## src/hw/mlr_pkg.sv

```systemverilog
// Purpose: Shared types and constants for the move/logic/rotate execution datapath.
// Assumes: 8-bit data, 7-bit data memory address, 16-bit program counter.
// Notes: Operation codes are this block's own decoded encoding, not opcode bits.
package mlr_pkg;

  // ************************************************************
  // Widths
  // ************************************************************
  localparam int DATA_W = 8;
  localparam int ADDR_W = 7;
  localparam int PC_W = 16;
  localparam int STACK_DEPTH = 8;

  // ************************************************************
  // Reset values and timing
  // ************************************************************
  localparam logic [7:0] ACC_RST = 8'h00;
  localparam logic [15:0] PC_RST = 16'h0000;
  localparam logic [1:0] LONG_CYCLES = 2'h2;
  localparam logic [1:0] SHORT_CYCLES = 2'h1;

  // ************************************************************
  // Status flag bit positions
  // ************************************************************
  localparam int FLG_CY = 0;
  localparam int FLG_HALF = 1;
  localparam int FLG_NULL = 2;
  localparam int FLG_WRAP = 3;
  localparam logic [3:0] FLAGS_RST = 4'h0;

  // ************************************************************
  // Operations handled by this datapath
  // ************************************************************
  typedef enum logic [4:0] {
    MLR_IDLE_OP                 = 5'h00,
    MLR_COPY_MEM_TO_ACC         = 5'h01,
    MLR_COPY_IMM_TO_ACC         = 5'h02,
    MLR_COPY_ACC_TO_MEM         = 5'h03,
    MLR_DISJ_ACC_MEM            = 5'h04,
    MLR_DISJ_ACC_IMM            = 5'h05,
    MLR_DISJ_TO_MEM_OP          = 5'h06,
    MLR_SUB_EXIT_OP             = 5'h07,
    MLR_SUB_EXIT_IMM            = 5'h08,
    MLR_IRQ_EXIT_OP             = 5'h09,
    MLR_SHIFT_CYC_LEFT          = 5'h0A,
    MLR_SHIFT_CYC_LEFT_ACC      = 5'h0B,
    MLR_SHIFT_LEFT_THRU_CY      = 5'h0C,
    MLR_SHIFT_LEFT_THRU_CY_ACC  = 5'h0D,
    MLR_SHIFT_CYC_RIGHT         = 5'h0E,
    MLR_SHIFT_CYC_RIGHT_ACC     = 5'h0F,
    MLR_SHIFT_RIGHT_THRU_CY     = 5'h10,
    MLR_SHIFT_RIGHT_THRU_CY_ACC = 5'h11,
    MLR_SUB_WITH_BORROW_ACC     = 5'h12,
    MLR_SUB_WITH_BORROW_MEM     = 5'h13,
    MLR_DEC_SKIP_ZERO           = 5'h14
  } mlr_op_t;

  // ************************************************************
  // Carriers
  // ************************************************************
  typedef struct packed {
    mlr_op_t op;
    logic [7:0] imm;
    logic [6:0] addr;
  } mlr_instr_t;

  typedef struct packed {
    logic we;
    logic [6:0] addr;
    logic [7:0] wdata;
  } mlr_mem_wr_t;

  typedef struct packed {
    logic [7:0] res;
    logic [3:0] flags;
    logic [3:0] upd;
  } mlr_alu_res_t;

endpackage : mlr_pkg

```

## src/hw/mlr_alu.sv

```systemverilog
// Purpose: Combinational result and flag logic for logic, rotate and subtract ops.
// Assumes: Operand b is the memory byte or the instruction constant.
// Notes: upd marks which flags the operation writes; others are kept by the caller.
`timescale 1ns/1ps
module mlr_alu (
  // Operation and operands
  input wire mlr_pkg::mlr_op_t op_i,
  input wire logic [7:0] acc_i,
  input wire logic [7:0] opnd_i,
  input wire logic cy_i,
  // Result
  output mlr_pkg::mlr_alu_res_t res_o
);

  // ************************************************************
  // Arithmetic
  // ************************************************************
  logic [8:0] bw_sum;
  logic [4:0] bw_low;
  logic [7:0] disj;
  logic [7:0] rot_l;
  logic [7:0] rot_r;
  logic [7:0] rot_lc;
  logic [7:0] rot_rc;
  logic [7:0] dec_val;

  // Borrow form: acc + ~m + c, carry set means no borrow
  assign bw_sum = {1'b0, acc_i} + {1'b0, ~opnd_i} + {8'h00, cy_i};
  assign bw_low = {1'b0, acc_i[3:0]} + {1'b0, ~opnd_i[3:0]} + {4'h0, cy_i};
  assign disj = acc_i | opnd_i;
  assign rot_l = {opnd_i[6:0], opnd_i[7]};
  assign rot_r = {opnd_i[0], opnd_i[7:1]};
  assign rot_lc = {opnd_i[6:0], cy_i};
  assign rot_rc = {cy_i, opnd_i[7:1]};
  assign dec_val = opnd_i - 8'h01;

  function automatic logic null_of(input logic [7:0] v);
    null_of = (v == 8'h00);
  endfunction : null_of

  // ************************************************************
  // Selection
  // ************************************************************
  always_comb begin
    res_o.res = opnd_i;
    res_o.flags = 4'h0;
    res_o.upd = 4'h0;
    case (op_i)
      mlr_pkg::MLR_DISJ_ACC_MEM, mlr_pkg::MLR_DISJ_ACC_IMM,
      mlr_pkg::MLR_DISJ_TO_MEM_OP: begin
        res_o.res = disj;
        res_o.flags[mlr_pkg::FLG_NULL] = null_of(disj);
        res_o.upd[mlr_pkg::FLG_NULL] = 1'b1;
      end
      mlr_pkg::MLR_SHIFT_CYC_LEFT, mlr_pkg::MLR_SHIFT_CYC_LEFT_ACC: begin
        res_o.res = rot_l;
      end
      mlr_pkg::MLR_SHIFT_CYC_RIGHT, mlr_pkg::MLR_SHIFT_CYC_RIGHT_ACC: begin
        res_o.res = rot_r;
      end
      mlr_pkg::MLR_SHIFT_LEFT_THRU_CY, mlr_pkg::MLR_SHIFT_LEFT_THRU_CY_ACC: begin
        res_o.res = rot_lc;
        res_o.flags[mlr_pkg::FLG_CY] = opnd_i[7];
        res_o.upd[mlr_pkg::FLG_CY] = 1'b1;
      end
      mlr_pkg::MLR_SHIFT_RIGHT_THRU_CY, mlr_pkg::MLR_SHIFT_RIGHT_THRU_CY_ACC: begin
        res_o.res = rot_rc;
        res_o.flags[mlr_pkg::FLG_CY] = opnd_i[0];
        res_o.upd[mlr_pkg::FLG_CY] = 1'b1;
      end
      mlr_pkg::MLR_SUB_WITH_BORROW_ACC, mlr_pkg::MLR_SUB_WITH_BORROW_MEM: begin
        res_o.res = bw_sum[7:0];
        res_o.flags[mlr_pkg::FLG_CY] = bw_sum[8];
        res_o.flags[mlr_pkg::FLG_HALF] = bw_low[4];
        res_o.flags[mlr_pkg::FLG_NULL] = null_of(bw_sum[7:0]);
        // Signed wrap: acc and ~m of like sign give a result of other sign
        res_o.flags[mlr_pkg::FLG_WRAP] = (acc_i[7] == ~opnd_i[7]) &&
                                         (bw_sum[7] != acc_i[7]);
        res_o.upd = 4'hF;
      end
      mlr_pkg::MLR_DEC_SKIP_ZERO: begin
        res_o.res = dec_val;
      end
      default: begin
        res_o.res = opnd_i;
      end
    endcase
  end

endmodule : mlr_alu

```

## src/hw/mlr_ret_stack.sv

```systemverilog
// Purpose: Return address stack for the execution datapath.
// Assumes: Push and pop never occur in the same cycle.
// Notes: Overflow wraps and overwrites the oldest entry, as a small core stack does.
`timescale 1ns/1ps
module mlr_ret_stack #(
  parameter int DEPTH = mlr_pkg::STACK_DEPTH
) (
  // Clock and reset
  input wire logic clk_i,
  input wire logic nrst_i,
  // Stack access
  input wire logic push_i,
  input wire logic [15:0] push_pc_i,
  input wire logic pop_i,
  output logic [15:0] top_o
);

  localparam int PTR_W = $clog2(DEPTH);

  // Pointer wrap relies on a power-of-two depth
  if (DEPTH < 2 || (DEPTH & (DEPTH - 1)) != 0) begin : g_bad_depth
    $error("Stack DEPTH must be a power of two, at least 2");
  end

  logic [15:0] mem_q [DEPTH];
  logic [PTR_W-1:0] ptr_q;
  logic [PTR_W-1:0] ptr_d;
  logic [PTR_W-1:0] top_idx;

  assign top_idx = ptr_q - PTR_W'(1);
  assign top_o = mem_q[top_idx];
  assign ptr_d = push_i ? ptr_q + PTR_W'(1) : (pop_i ? top_idx : ptr_q);

  always_ff @(posedge clk_i or negedge nrst_i) begin
    if (!nrst_i) begin
      ptr_q <= '0;
    end else begin
      ptr_q <= ptr_d;
    end
  end

  // Entries hold no control state, so they need no reset
  always_ff @(posedge clk_i) begin
    if (push_i) begin
      mem_q[ptr_q] <= push_pc_i;
    end
  end

endmodule : mlr_ret_stack

```

## src/hw/mlr_exec.sv

```systemverilog
// Purpose: Executes copies, OR forms, returns, rotates, subtract-with-borrow and
//          decrement-skip; holds accumulator, status flags, PC and interrupt enable.
// Assumes: A fetch unit presents one decoded instruction with instr_valid_i and
//          the addressed memory byte on mem_rdata_i in the same cycle.
// Notes: Two-cycle instructions assert busy_o for their second cycle.
`timescale 1ns/1ps
module mlr_exec #(
  parameter int STACK_DEPTH = mlr_pkg::STACK_DEPTH
) (
  // Clock and reset
  input wire logic clk_i,
  input wire logic nrst_i,
  // Instruction in
  input wire logic instr_valid_i,
  input wire mlr_pkg::mlr_instr_t instr_i,
  output logic busy_o,
  // Data memory
  input wire logic [7:0] mem_rdata_i,
  output mlr_pkg::mlr_mem_wr_t mem_wr_o,
  // Call support from the rest of the core
  input wire logic call_push_i,
  input wire logic [15:0] call_target_i,
  // Interrupt enable control from the rest of the core
  input wire logic irq_take_i,
  // State out
  output logic [7:0] acc_o,
  output logic [3:0] flags_o,
  output logic [15:0] pc_o,
  output logic global_irq_enable_o,
  output logic discard_fetch_o
);

  if (STACK_DEPTH < 2) begin : g_bad_depth
    $error("STACK_DEPTH must be at least 2");
  end

  // ************************************************************
  // Sequencer
  // ************************************************************
  typedef enum logic [0:0] {
    MLR_ST_EXEC = 1'b0,
    MLR_ST_DUMMY = 1'b1
  } mlr_state_t;

  mlr_state_t state_q;
  mlr_state_t state_d;

  logic [7:0] acc_q;
  logic [7:0] acc_d;
  logic [3:0] flags_q;
  logic [3:0] flags_d;
  logic [15:0] pc_q;
  logic [15:0] pc_d;
  logic gie_q;
  logic gie_d;
  logic disc_q;
  logic disc_d;
  mlr_pkg::mlr_mem_wr_t wr_q;
  mlr_pkg::mlr_mem_wr_t wr_d;

  // ************************************************************
  // Decode
  // ************************************************************
  wire go = instr_valid_i && (state_q == MLR_ST_EXEC);
  mlr_pkg::mlr_op_t op;
  assign op = instr_i.op;

  wire use_imm = (op == mlr_pkg::MLR_DISJ_ACC_IMM);
  wire is_exit = (op == mlr_pkg::MLR_SUB_EXIT_OP) || (op == mlr_pkg::MLR_SUB_EXIT_IMM) ||
                (op == mlr_pkg::MLR_IRQ_EXIT_OP);
  wire to_acc = (op == mlr_pkg::MLR_DISJ_ACC_MEM) || (op == mlr_pkg::MLR_DISJ_ACC_IMM) ||
                (op == mlr_pkg::MLR_SHIFT_CYC_LEFT_ACC) ||
                (op == mlr_pkg::MLR_SHIFT_LEFT_THRU_CY_ACC) ||
                (op == mlr_pkg::MLR_SHIFT_CYC_RIGHT_ACC) ||
                (op == mlr_pkg::MLR_SHIFT_RIGHT_THRU_CY_ACC) ||
                (op == mlr_pkg::MLR_SUB_WITH_BORROW_ACC);
  wire to_mem = (op == mlr_pkg::MLR_DISJ_TO_MEM_OP) ||
                (op == mlr_pkg::MLR_SHIFT_CYC_LEFT) ||
                (op == mlr_pkg::MLR_SHIFT_LEFT_THRU_CY) ||
                (op == mlr_pkg::MLR_SHIFT_CYC_RIGHT) ||
                (op == mlr_pkg::MLR_SHIFT_RIGHT_THRU_CY) ||
                (op == mlr_pkg::MLR_SUB_WITH_BORROW_MEM) ||
                (op == mlr_pkg::MLR_DEC_SKIP_ZERO);

  // ************************************************************
  // Datapath
  // ************************************************************
  logic [7:0] opnd;
  mlr_pkg::mlr_alu_res_t alu;
  logic [15:0] stack_top;

  assign opnd = use_imm ? instr_i.imm : mem_rdata_i;

  mlr_alu u_alu (
    .op_i(op),
    .acc_i(acc_q),
    .opnd_i(opnd),
    .cy_i(flags_q[mlr_pkg::FLG_CY]),
    .res_o(alu)
  );

  mlr_ret_stack #(
    .DEPTH(STACK_DEPTH)
  ) u_stack (
    .clk_i(clk_i),
    .nrst_i(nrst_i),
    .push_i(call_push_i),
    .push_pc_i(pc_q + 16'h0001),
    .pop_i(go && is_exit),
    .top_o(stack_top)
  );

  // Zero after decrement decides the skip
  wire dec_zero = (op == mlr_pkg::MLR_DEC_SKIP_ZERO) && (alu.res == 8'h00);

  // ************************************************************
  // Next state
  // ************************************************************
  always_comb begin
    acc_d = acc_q;
    pc_d = pc_q;
    gie_d = gie_q;
    state_d = MLR_ST_EXEC;
    disc_d = 1'b0;
    wr_d = '{we: 1'b0, addr: instr_i.addr, wdata: alu.res};
    // Only flags marked by the ALU change; the rest keep their value
    flags_d = (flags_q & ~alu.upd) | (alu.flags & alu.upd);
    if (!go) begin
      flags_d = flags_q;
    end
    if (irq_take_i) begin
      gie_d = 1'b0;
    end
    if (go) begin
      pc_d = pc_q + 16'h0001;
      case (op)
        mlr_pkg::MLR_COPY_MEM_TO_ACC: begin
          acc_d = mem_rdata_i;
        end
        mlr_pkg::MLR_COPY_IMM_TO_ACC: begin
          acc_d = instr_i.imm;
        end
        mlr_pkg::MLR_COPY_ACC_TO_MEM: begin
          wr_d.we = 1'b1;
          wr_d.wdata = acc_q;
        end
        mlr_pkg::MLR_SUB_EXIT_OP: begin
          pc_d = stack_top;
          state_d = MLR_ST_DUMMY;
        end
        mlr_pkg::MLR_SUB_EXIT_IMM: begin
          pc_d = stack_top;
          acc_d = instr_i.imm;
          state_d = MLR_ST_DUMMY;
        end
        mlr_pkg::MLR_IRQ_EXIT_OP: begin
          pc_d = stack_top;
          gie_d = 1'b1;
          state_d = MLR_ST_DUMMY;
        end
        mlr_pkg::MLR_DEC_SKIP_ZERO: begin
          wr_d.we = 1'b1;
          if (dec_zero) begin
            pc_d = pc_q + 16'h0002;
            disc_d = 1'b1;
            state_d = MLR_ST_DUMMY;
          end
        end
        default: begin
          if (to_acc) begin
            acc_d = alu.res;
          end
          if (to_mem) begin
            wr_d.we = 1'b1;
          end
        end
      endcase
    end
  end

  // ************************************************************
  // Registers
  // ************************************************************
  always_ff @(posedge clk_i or negedge nrst_i) begin
    if (!nrst_i) begin
      state_q <= MLR_ST_EXEC;
      acc_q <= mlr_pkg::ACC_RST;
      flags_q <= mlr_pkg::FLAGS_RST;
      pc_q <= mlr_pkg::PC_RST;
      gie_q <= 1'b0;
      disc_q <= 1'b0;
      wr_q <= '0;
    end else begin
      state_q <= state_d;
      acc_q <= acc_d;
      flags_q <= flags_d;
      pc_q <= call_push_i ? call_target_i : pc_d;
      gie_q <= gie_d;
      disc_q <= disc_d;
      wr_q <= wr_d;
    end
  end

  // ************************************************************
  // Outputs
  // ************************************************************
  // Second cycle of a return or of a taken skip refuses new work
  assign busy_o = (state_q == MLR_ST_DUMMY);
  assign mem_wr_o = wr_q;
  assign acc_o = acc_q;
  assign flags_o = flags_q;
  assign pc_o = pc_q;
  assign global_irq_enable_o = gie_q;
  assign discard_fetch_o = disc_q;

endmodule : mlr_exec

```

## config.mk

```make
export PLATFORM = sky130hd
export DESIGN_NAME = mlr_exec
export DESIGN_NICKNAME = d
export VERILOG_FILES = /design/src/hw/mlr_pkg.sv /design/src/hw/mlr_alu.sv /design/src/hw/mlr_ret_stack.sv /design/src/hw/mlr_exec.sv
export SDC_FILE = /design/constraint.sdc
export NUM_CORES = 1
export LEC_CHECK = 0
export ABC_AREA = 1
export BUFFER_PORTS_ARGS = -buffer_cell sky130_fd_sc_hd__buf_2
export CAP_MARGIN = 20
export CORE_ASPECT_RATIO = 1.25
export CORE_UTILIZATION = 55
export DETAILED_ROUTE_END_ITERATION = 10
export GPL_TIMING_DRIVEN = 0
export PLACE_DENSITY = 0.72
export SYNTH_ARGS = -nofsm -noshare
export SYNTH_HDL_FRONTEND = slang
export SYNTH_SLANG_ARGS = --single-unit
```

## constraint.sdc

```tcl
create_clock -name clk_i -period 3.9 [get_ports clk_i]
set_clock_uncertainty 0.1 [all_clocks]
set_input_delay 0.39 -clock clk_i [delete_from_list [all_inputs] [get_ports clk_i]]
set_output_delay 0.39 -clock clk_i [all_outputs]
set_load 0.01 [all_outputs]
```

* Word level (Yosys, flattened, before mapping)
Memories as Yosys holds them, arrays and structs flattened.
Index checks and enable logic that the tools add are counted.
** Storage, ports and cells
- Bits in registers :: 50
- Bits in writable memories :: 128
- Bits of input ports :: 49
- Memories :: 1
** Memory list
- u_stack.mem_q :: depth 8, width 16, read ports 1, clocked after memory_dff 0, write ports 1, RTL line mlr_ret_stack.sv:25 : logic [15:0] mem_q [DEPTH];
** Operators by class
- Add/subtract/negate cells :: 9
- Equal/unequal tests :: 22
- Mux-type cells :: 32
- Bitwise logic cells :: 10
- Reduce and logical (&&, ||, !) cells :: 38
** Operators with widths (number)
- 8-bit case mux with 7 select lines :: 1
- 16-bit 2-to-1 mux :: 3
- 5-bit by 4-bit == test with 1-bit output (second input constant) :: 8
- 8-bit 2-to-1 mux :: 4
- 16-bit case mux with 2 select lines :: 1
- 5-bit == test (second input constant) :: 5
- 8-bit logical NOT :: 3
- 8-bit case mux with 3 select lines :: 1
- 5-bit by 3-bit == test with 1-bit output (second input constant) :: 4
- 16-bit by 1-bit adder with 16-bit output (second input constant) :: 1
- 16-bit by 2-bit adder with 16-bit output (second input constant) :: 1
- 1-bit 2-to-1 mux :: 16
- 1-bit logical OR :: 14
- 2-bit OR reduction :: 7
- 5-bit by 2-bit == test with 1-bit output (second input constant) :: 2
- 5-bit OR reduction :: 2
- 8-bit by 8-bit adder with 9-bit output :: 1
- 9-bit by 1-bit adder with 9-bit output :: 1
- 4-bit bitwise AND :: 2
- 4-bit inverter :: 2
- 8-bit inverter :: 1
- 8-bit bitwise OR :: 1
- 8-bit by 1-bit subtractor with 8-bit output (second input constant) :: 1
- 3-bit 2-to-1 mux :: 2
- other kinds (18) :: 27

* Logic depth before layout (Yosys ltp)
- Depth in word-level cells :: 12
- Mapped depth :: 31
- Mapped depth without buffers :: 30

* Modules after synthesis
Synthesis repeated with hierarchy kept, for this count alone.
** Unflattened totals
- Cell total of the unflattened synthesis :: 1323
- Area total of the unflattened synthesis :: 10421.2 um^2
** Modules (own cells, without submodules)
- mlr_ret_stack :: instances 1, cells each 588, area an instance 5801.8 um^2, seq. area each 3918.8 um^2
- mlr_exec :: instances 1, cells each 500, area an instance 3369.5 um^2, seq. area each 1176.1 um^2
- mlr_alu :: instances 1, cells each 235, area an instance 1249.9 um^2, seq. area each 0.0 um^2

* Least setup slack after synthesis
OpenSTA, ideal clock, no wires.
- Path type :: input port to flip-flop
- Start :: input instr_i[18] (netlist bit)
- End :: register pc_q[9] (netlist: pc_o[9])
- Setup time :: 65 ps
- Arrival time :: 3105 ps
- Data required time :: 3735 ps
- Slack :: 630 ps
- Stages :: 28
- Cell sequence :: buf_2 nor2_4 buf_4 nand3_2 nand2_2 inv_2 nand2_1 nand2_1 ha_1 inv_1 nand2_1 ha_1 nand2_1 nand3_1 nor2_1 nand3_1 nor2_1 nand2_1 clkinv_1 nand3_2 nor2_4 nand2_4 buf_6 nand2_1 nand3_1 nand2_1 nand2_1 nand2_1
** Between the ends
- Longest elaborated chain between the ends :: 12
- Elaborated cells on any way between the ends :: 37
- Those cells by class :: add/sub (3); eq/ne (17); mux (6); bitwise (2); reduce/logical (9)
** RTL lines
- from (decl) :: RTL line mlr_exec.sv:15 : input wire mlr_pkg::mlr_instr_t instr_i,
- 5-bit by 3-bit == test with 1-bit output :: RTL line mlr_alu.sv:48, mlr_exec.sv:68
- 8-bit 2-to-1 mux :: RTL line mlr_exec.sv:92 : assign opnd = use_imm ? instr_i.imm : mem_rdata_i;
- 8-bit inverter :: RTL line mlr_alu.sv:28 : assign bw_sum = {1'b0, acc_i} + {1'b0, ~opnd_i} + {8'h00, cy_i};
- 8-bit by 8-bit adder with 9-bit output :: RTL line mlr_alu.sv:28
- 9-bit by 1-bit adder with 9-bit output :: RTL line mlr_alu.sv:28
- 8-bit case mux with 7 select lines :: RTL line mlr_alu.sv:48 : case (op_i)
- 8-bit logical NOT :: RTL line mlr_exec.sv:114 : wire dec_zero = (op == mlr_pkg::MLR_DEC_SKIP_ZERO) && (alu.res == 8'h00);
- 1-bit logical AND :: RTL line mlr_exec.sv:114
- 16-bit 2-to-1 mux :: RTL line mlr_exec.sv:163 : if (dec_zero) begin
- 16-bit case mux with 2 select lines * :: RTL line mlr_exec.sv:136 : case (op)
- 16-bit 2-to-1 mux * :: RTL line mlr_exec.sv:134 : if (go) begin
- 16-bit 2-to-1 mux * :: RTL line mlr_exec.sv:197 : pc_q <= call_push_i ? call_target_i : pc_d;
- to (signal assigned) :: RTL line mlr_exec.sv:189 : pc_q <= mlr_pkg::PC_RST;
- to (signal assigned) :: RTL line mlr_exec.sv:197
- to (decl) :: RTL line mlr_exec.sv:52 : logic [15:0] pc_q;
Every way passes the cells marked *; elsewhere a longest branch is shown, timed or not. The select of a mux whose other input is x is not followed.
A chain may end at the register's enable or synchronous reset.

* Final worst setup path
- Start :: register u_stack.ptr_q[0]
- End :: register pc_q[15] (netlist: pc_o[15])
** Between the ends
- Longest elaborated chain between the ends :: 5
** RTL lines
- from (decl) :: RTL line mlr_ret_stack.sv:26 : logic [PTR_W-1:0] ptr_q;
- from (signal assigned) :: RTL line mlr_ret_stack.sv:38 : ptr_q <= ptr_d;
- 3-bit by 1-bit subtractor with 3-bit output :: RTL line mlr_ret_stack.sv:30 : assign top_idx = ptr_q - PTR_W'(1);
- memory read 8 x 16 bit
- 16-bit case mux with 2 select lines :: RTL line mlr_exec.sv:136
- 16-bit 2-to-1 mux :: RTL line mlr_exec.sv:134
- 16-bit 2-to-1 mux :: RTL line mlr_exec.sv:197
Every way passes these cells. The select of a mux whose other input is x is not followed.

==> impl_metrics.tcl <==
set metrics [dict create \
    layout_common_cells "nand2_1 (341), edfxtp_1 (128), inv_1 (100), buf_2 (100), nor2_1 (95)" \
    clk_path_buf_depth 2 \
    firstDrtPassIters 5 \
    pwr-share-clk_pct 23.1 \
    cpMostUsedCell "nand2_1" \
    io_buffer_count 93 \
    grt_overflow 0 \
    syn_inst 1121 \
    drt-initial-drc-count 903 \
    clock.fmax_mhz 278 \
    syn2layout_area_growth_pct 16.1 \
    fin_crit_sh_pct 92.3 \
    r2r_setup_slack_ns 0.30 \
    crit_buf_inv 6 \
    hold_viol_final 0 \
    coreArea_sq_mm 0.0174 \
    crit_start "u_stack.ptr_q[0]$_DFFE_PN0P_" \
    antenna_cells 0 \
    path_depth 14 \
    vias 8671 \
    comb_power_share_pct 41.8 \
    layout.cells.non_filler 1486 \
    vdd_drop_max_mv 0.392 \
    rsz0062_at_grt "false" \
    p_per_area_mw_per_mm2 660 \
    hpwl_microns 21600 \
    crit_slowest_cell "dfrtp_1" \
    cp_max_fo 13 \
    die_height_microns 151 \
    drc_errors 0 \
    p_leak_uw 0.00494 \
    cts-buffers-inserted 17 \
    place_inst 1447 \
    nNetsFinal 1312 \
    grt_pass1_vias 8232 \
    crit_family "buffers and inverters" \
    cp-start-kind "register" \
    grt_use_total_pct 32.4 \
    ys_warn_count 0 \
    cp.required_ns 4.13 \
    ys_ff_latch 178 \
    fp.dieW_microns 121 \
    p_sw_share_pct 41.0 \
    async_reset_ff_share_pct 28.1 \
    grt_pass1_wl_microns 43400 \
    p_seq_share_pct 35.1 \
    worstReg2RegStart "u_stack.ptr_q[0]$_DFFE_PN0P_" \
    syn_avg_cell_area_sq_um 8.67 \
    setup_tns_ns 0 \
    tightest_slew_ns 0.887 \
    synthDistinctLibCells 49 \
    rr_endpoint "pc_o[15]$_DFFE_PN0P_" \
    final_common_cell "nand2_1" \
    layout_setup_ws_ns 0.299 \
    via_per_inst 5.84 \
    layout-drive-gt1-share_pct 15.6 \
    setup_viol 0 \
    postLayoutCoreUtil_pct 65.0 \
    synth_flop_cell "edfxtp_1" \
    final_area_sq_mm 0.0113 \
    place_area_sq_mm 0.0106 \
    endpoint "pc_o[15]$_DFFE_PN0P_" \
    p_int_uw 4400 \
    relSlewSlack_pct 40.7 \
    cp.arrival_ns 3.83 \
    cts.sinks 178 \
    synth_edf_count 128 \
    slew_viol_final 0 \
    worstSetupEndpointType "register" \
    ios 96 \
    antenna_found_initial 2 \
    ant_nets 0 \
    grt_max_degree 35 \
    root_buffer "clkbuf_16" \
    critPathKind "register to register" \
    critical_path.max_stage_delay_ns 0.43 \
    synthesis.area_sq_mm 0.00972 \
    maxCapViolCount 0 \
    power_switching_uw 3060 \
    initial_core_util_pct 56.0 \
    gp_congestion 0.995 \
    drt_wl_total_microns 28900 \
    cts_setup_buffers 0 \
    place_ws_ns -0.441 \
    yosysSeqAreaShare_pct 52.4 \
    path_cells "inv_1 > clkbuf_2 > ha_1 > clkbuf_1 > inv_1 > clkbuf_2 > clkbuf_2 > a32oi_1 > o211ai_1 > nand2_1 > a21oi_1 > nand2_1 > nand2_1 > nand2_1" \
    cts_htree_levels 4 \
    rows 54 \
    cts_tree "yes" \
    wire_per_inst_microns 19.5 \
    hold_class "primary input to register" \
    path_clk_slew_ns 0.07 \
    r2r_cells 14 \
    die_area_sq_mm 0.0182 \
    worstSkewPairLatency_ns 0.43 \
    finalCriticalPeriod_ns 3.60 \
    syn-num-nets 1184 \
    status "complete, no violations" \
]
power by group through the flow:
stage                     clock, uW  combinational (uW)  sequential (uW)
after floorplan                   0                1920             2670
after global placement            0                2900             2660
after detailed placement          0                3050             2650
after CTS                      1730                3100             2620
after global routing           1810                3350             2650
final                          1720                3120             2620
state kept, by name, summed over array words and instances, names as in the netlist, named ones only:
| signal | flops |
|---|---|
| global_irq_enable_o | 1 |
| discard_fetch_o | 1 |
| u_stack.ptr_q | 3 |
| busy_o | 1 |
| u_stack.mem_q | 128 |
| pc_o | 16 |
| acc_o | 8 |
| mem_wr_o | 16 |
layout make-up:
cell class | instances | area, sq um
clock buffers | 20 | 437
clock inverters | 12 | 146
inverters | 113 | 424
multi-input cells | 786 | 4000
flip-flops and latches | 178 | 5090
repair buffers | 110 | 686
fillers | 1485 | 6070
well taps | 224 | 280
plain buffers | 43 | 225
cell families (layout without fill, tap and decap cells):
family,Yosys count,after routing,synth area share (%)
AO/OA/AOI/OAI,166,166,11.7
XOR/XNOR,24,24,2.16
adder cells (fa/ha/maj),14,14,1.80
buffers and inverters,157,298,6.66
flip-flops,178,178,52.4
AND/OR/NAND/NOR,582,582,25.2
stage by stage:
step / hold WS [ns] / power, uW
CTS: 0.0229 / 7440
finish: 0.0300 / 7460
global placement: 0.376 / 5550
floorplan: -0.00559 / 4590
detailed placement: 0.253 / 5700
global route: 0.0358 / 7810
worst min-delay path by stage:
stage,to,startpoint,cells after the start
after detailed placement,async pin,nrst_i,1
after CTS,global_irq_enable_o$_DFF_PN0_,irq_take_i,2
after floorplan,async pin,nrst_i,0
after global placement,register,register,2
final,global_irq_enable_o$_DFF_PN0_,irq_take_i,2
after global routing,global_irq_enable_o$_DFF_PN0_,irq_take_i,2
Yosys cell counts (5+ instances only):
cell      number  area share, %
xor2_1        19            1.7
edfxtp_1     128             40
a21oi_1       44            2.3
inv_1        100            3.9
a311oi_1       9           0.81
o21ai_0       37            1.9
inv_2          9           0.35
clkbuf_1      26            1.0
nand3_1       94            4.8
a221oi_1       7           0.63
ha_1          14            1.8
dfrtp_1       50             13
nand2_1      341             13
buf_2          7           0.36
buf_4          6           0.46
nand3_2        6           0.62
nor2_1       103            4.0
o22ai_1        9           0.58
xnor2_1        5           0.45
nand2_2        8           0.51
a22oi_1        9           0.69
nor3_1         9           0.46
a32o_1        22            2.3
timing repair:
item                                    in CTS  in global routing
hold endpoints to repair                    23                  0
hold buffers                                 8                  0
endpoints found under the setup margin      14                  4
resized for setup                            4                  0
routing by layer:
layer  global-route usage (%)  wire (microns)  share of wire, %
met1                     35.2           10100                35
met2                     60.0           15400                53
met3                     5.38            2170               7.5
met4                     16.7            1250               4.3
met5                        0              17             0.059
No activity file was read; power rests on OpenSTA's default activity.
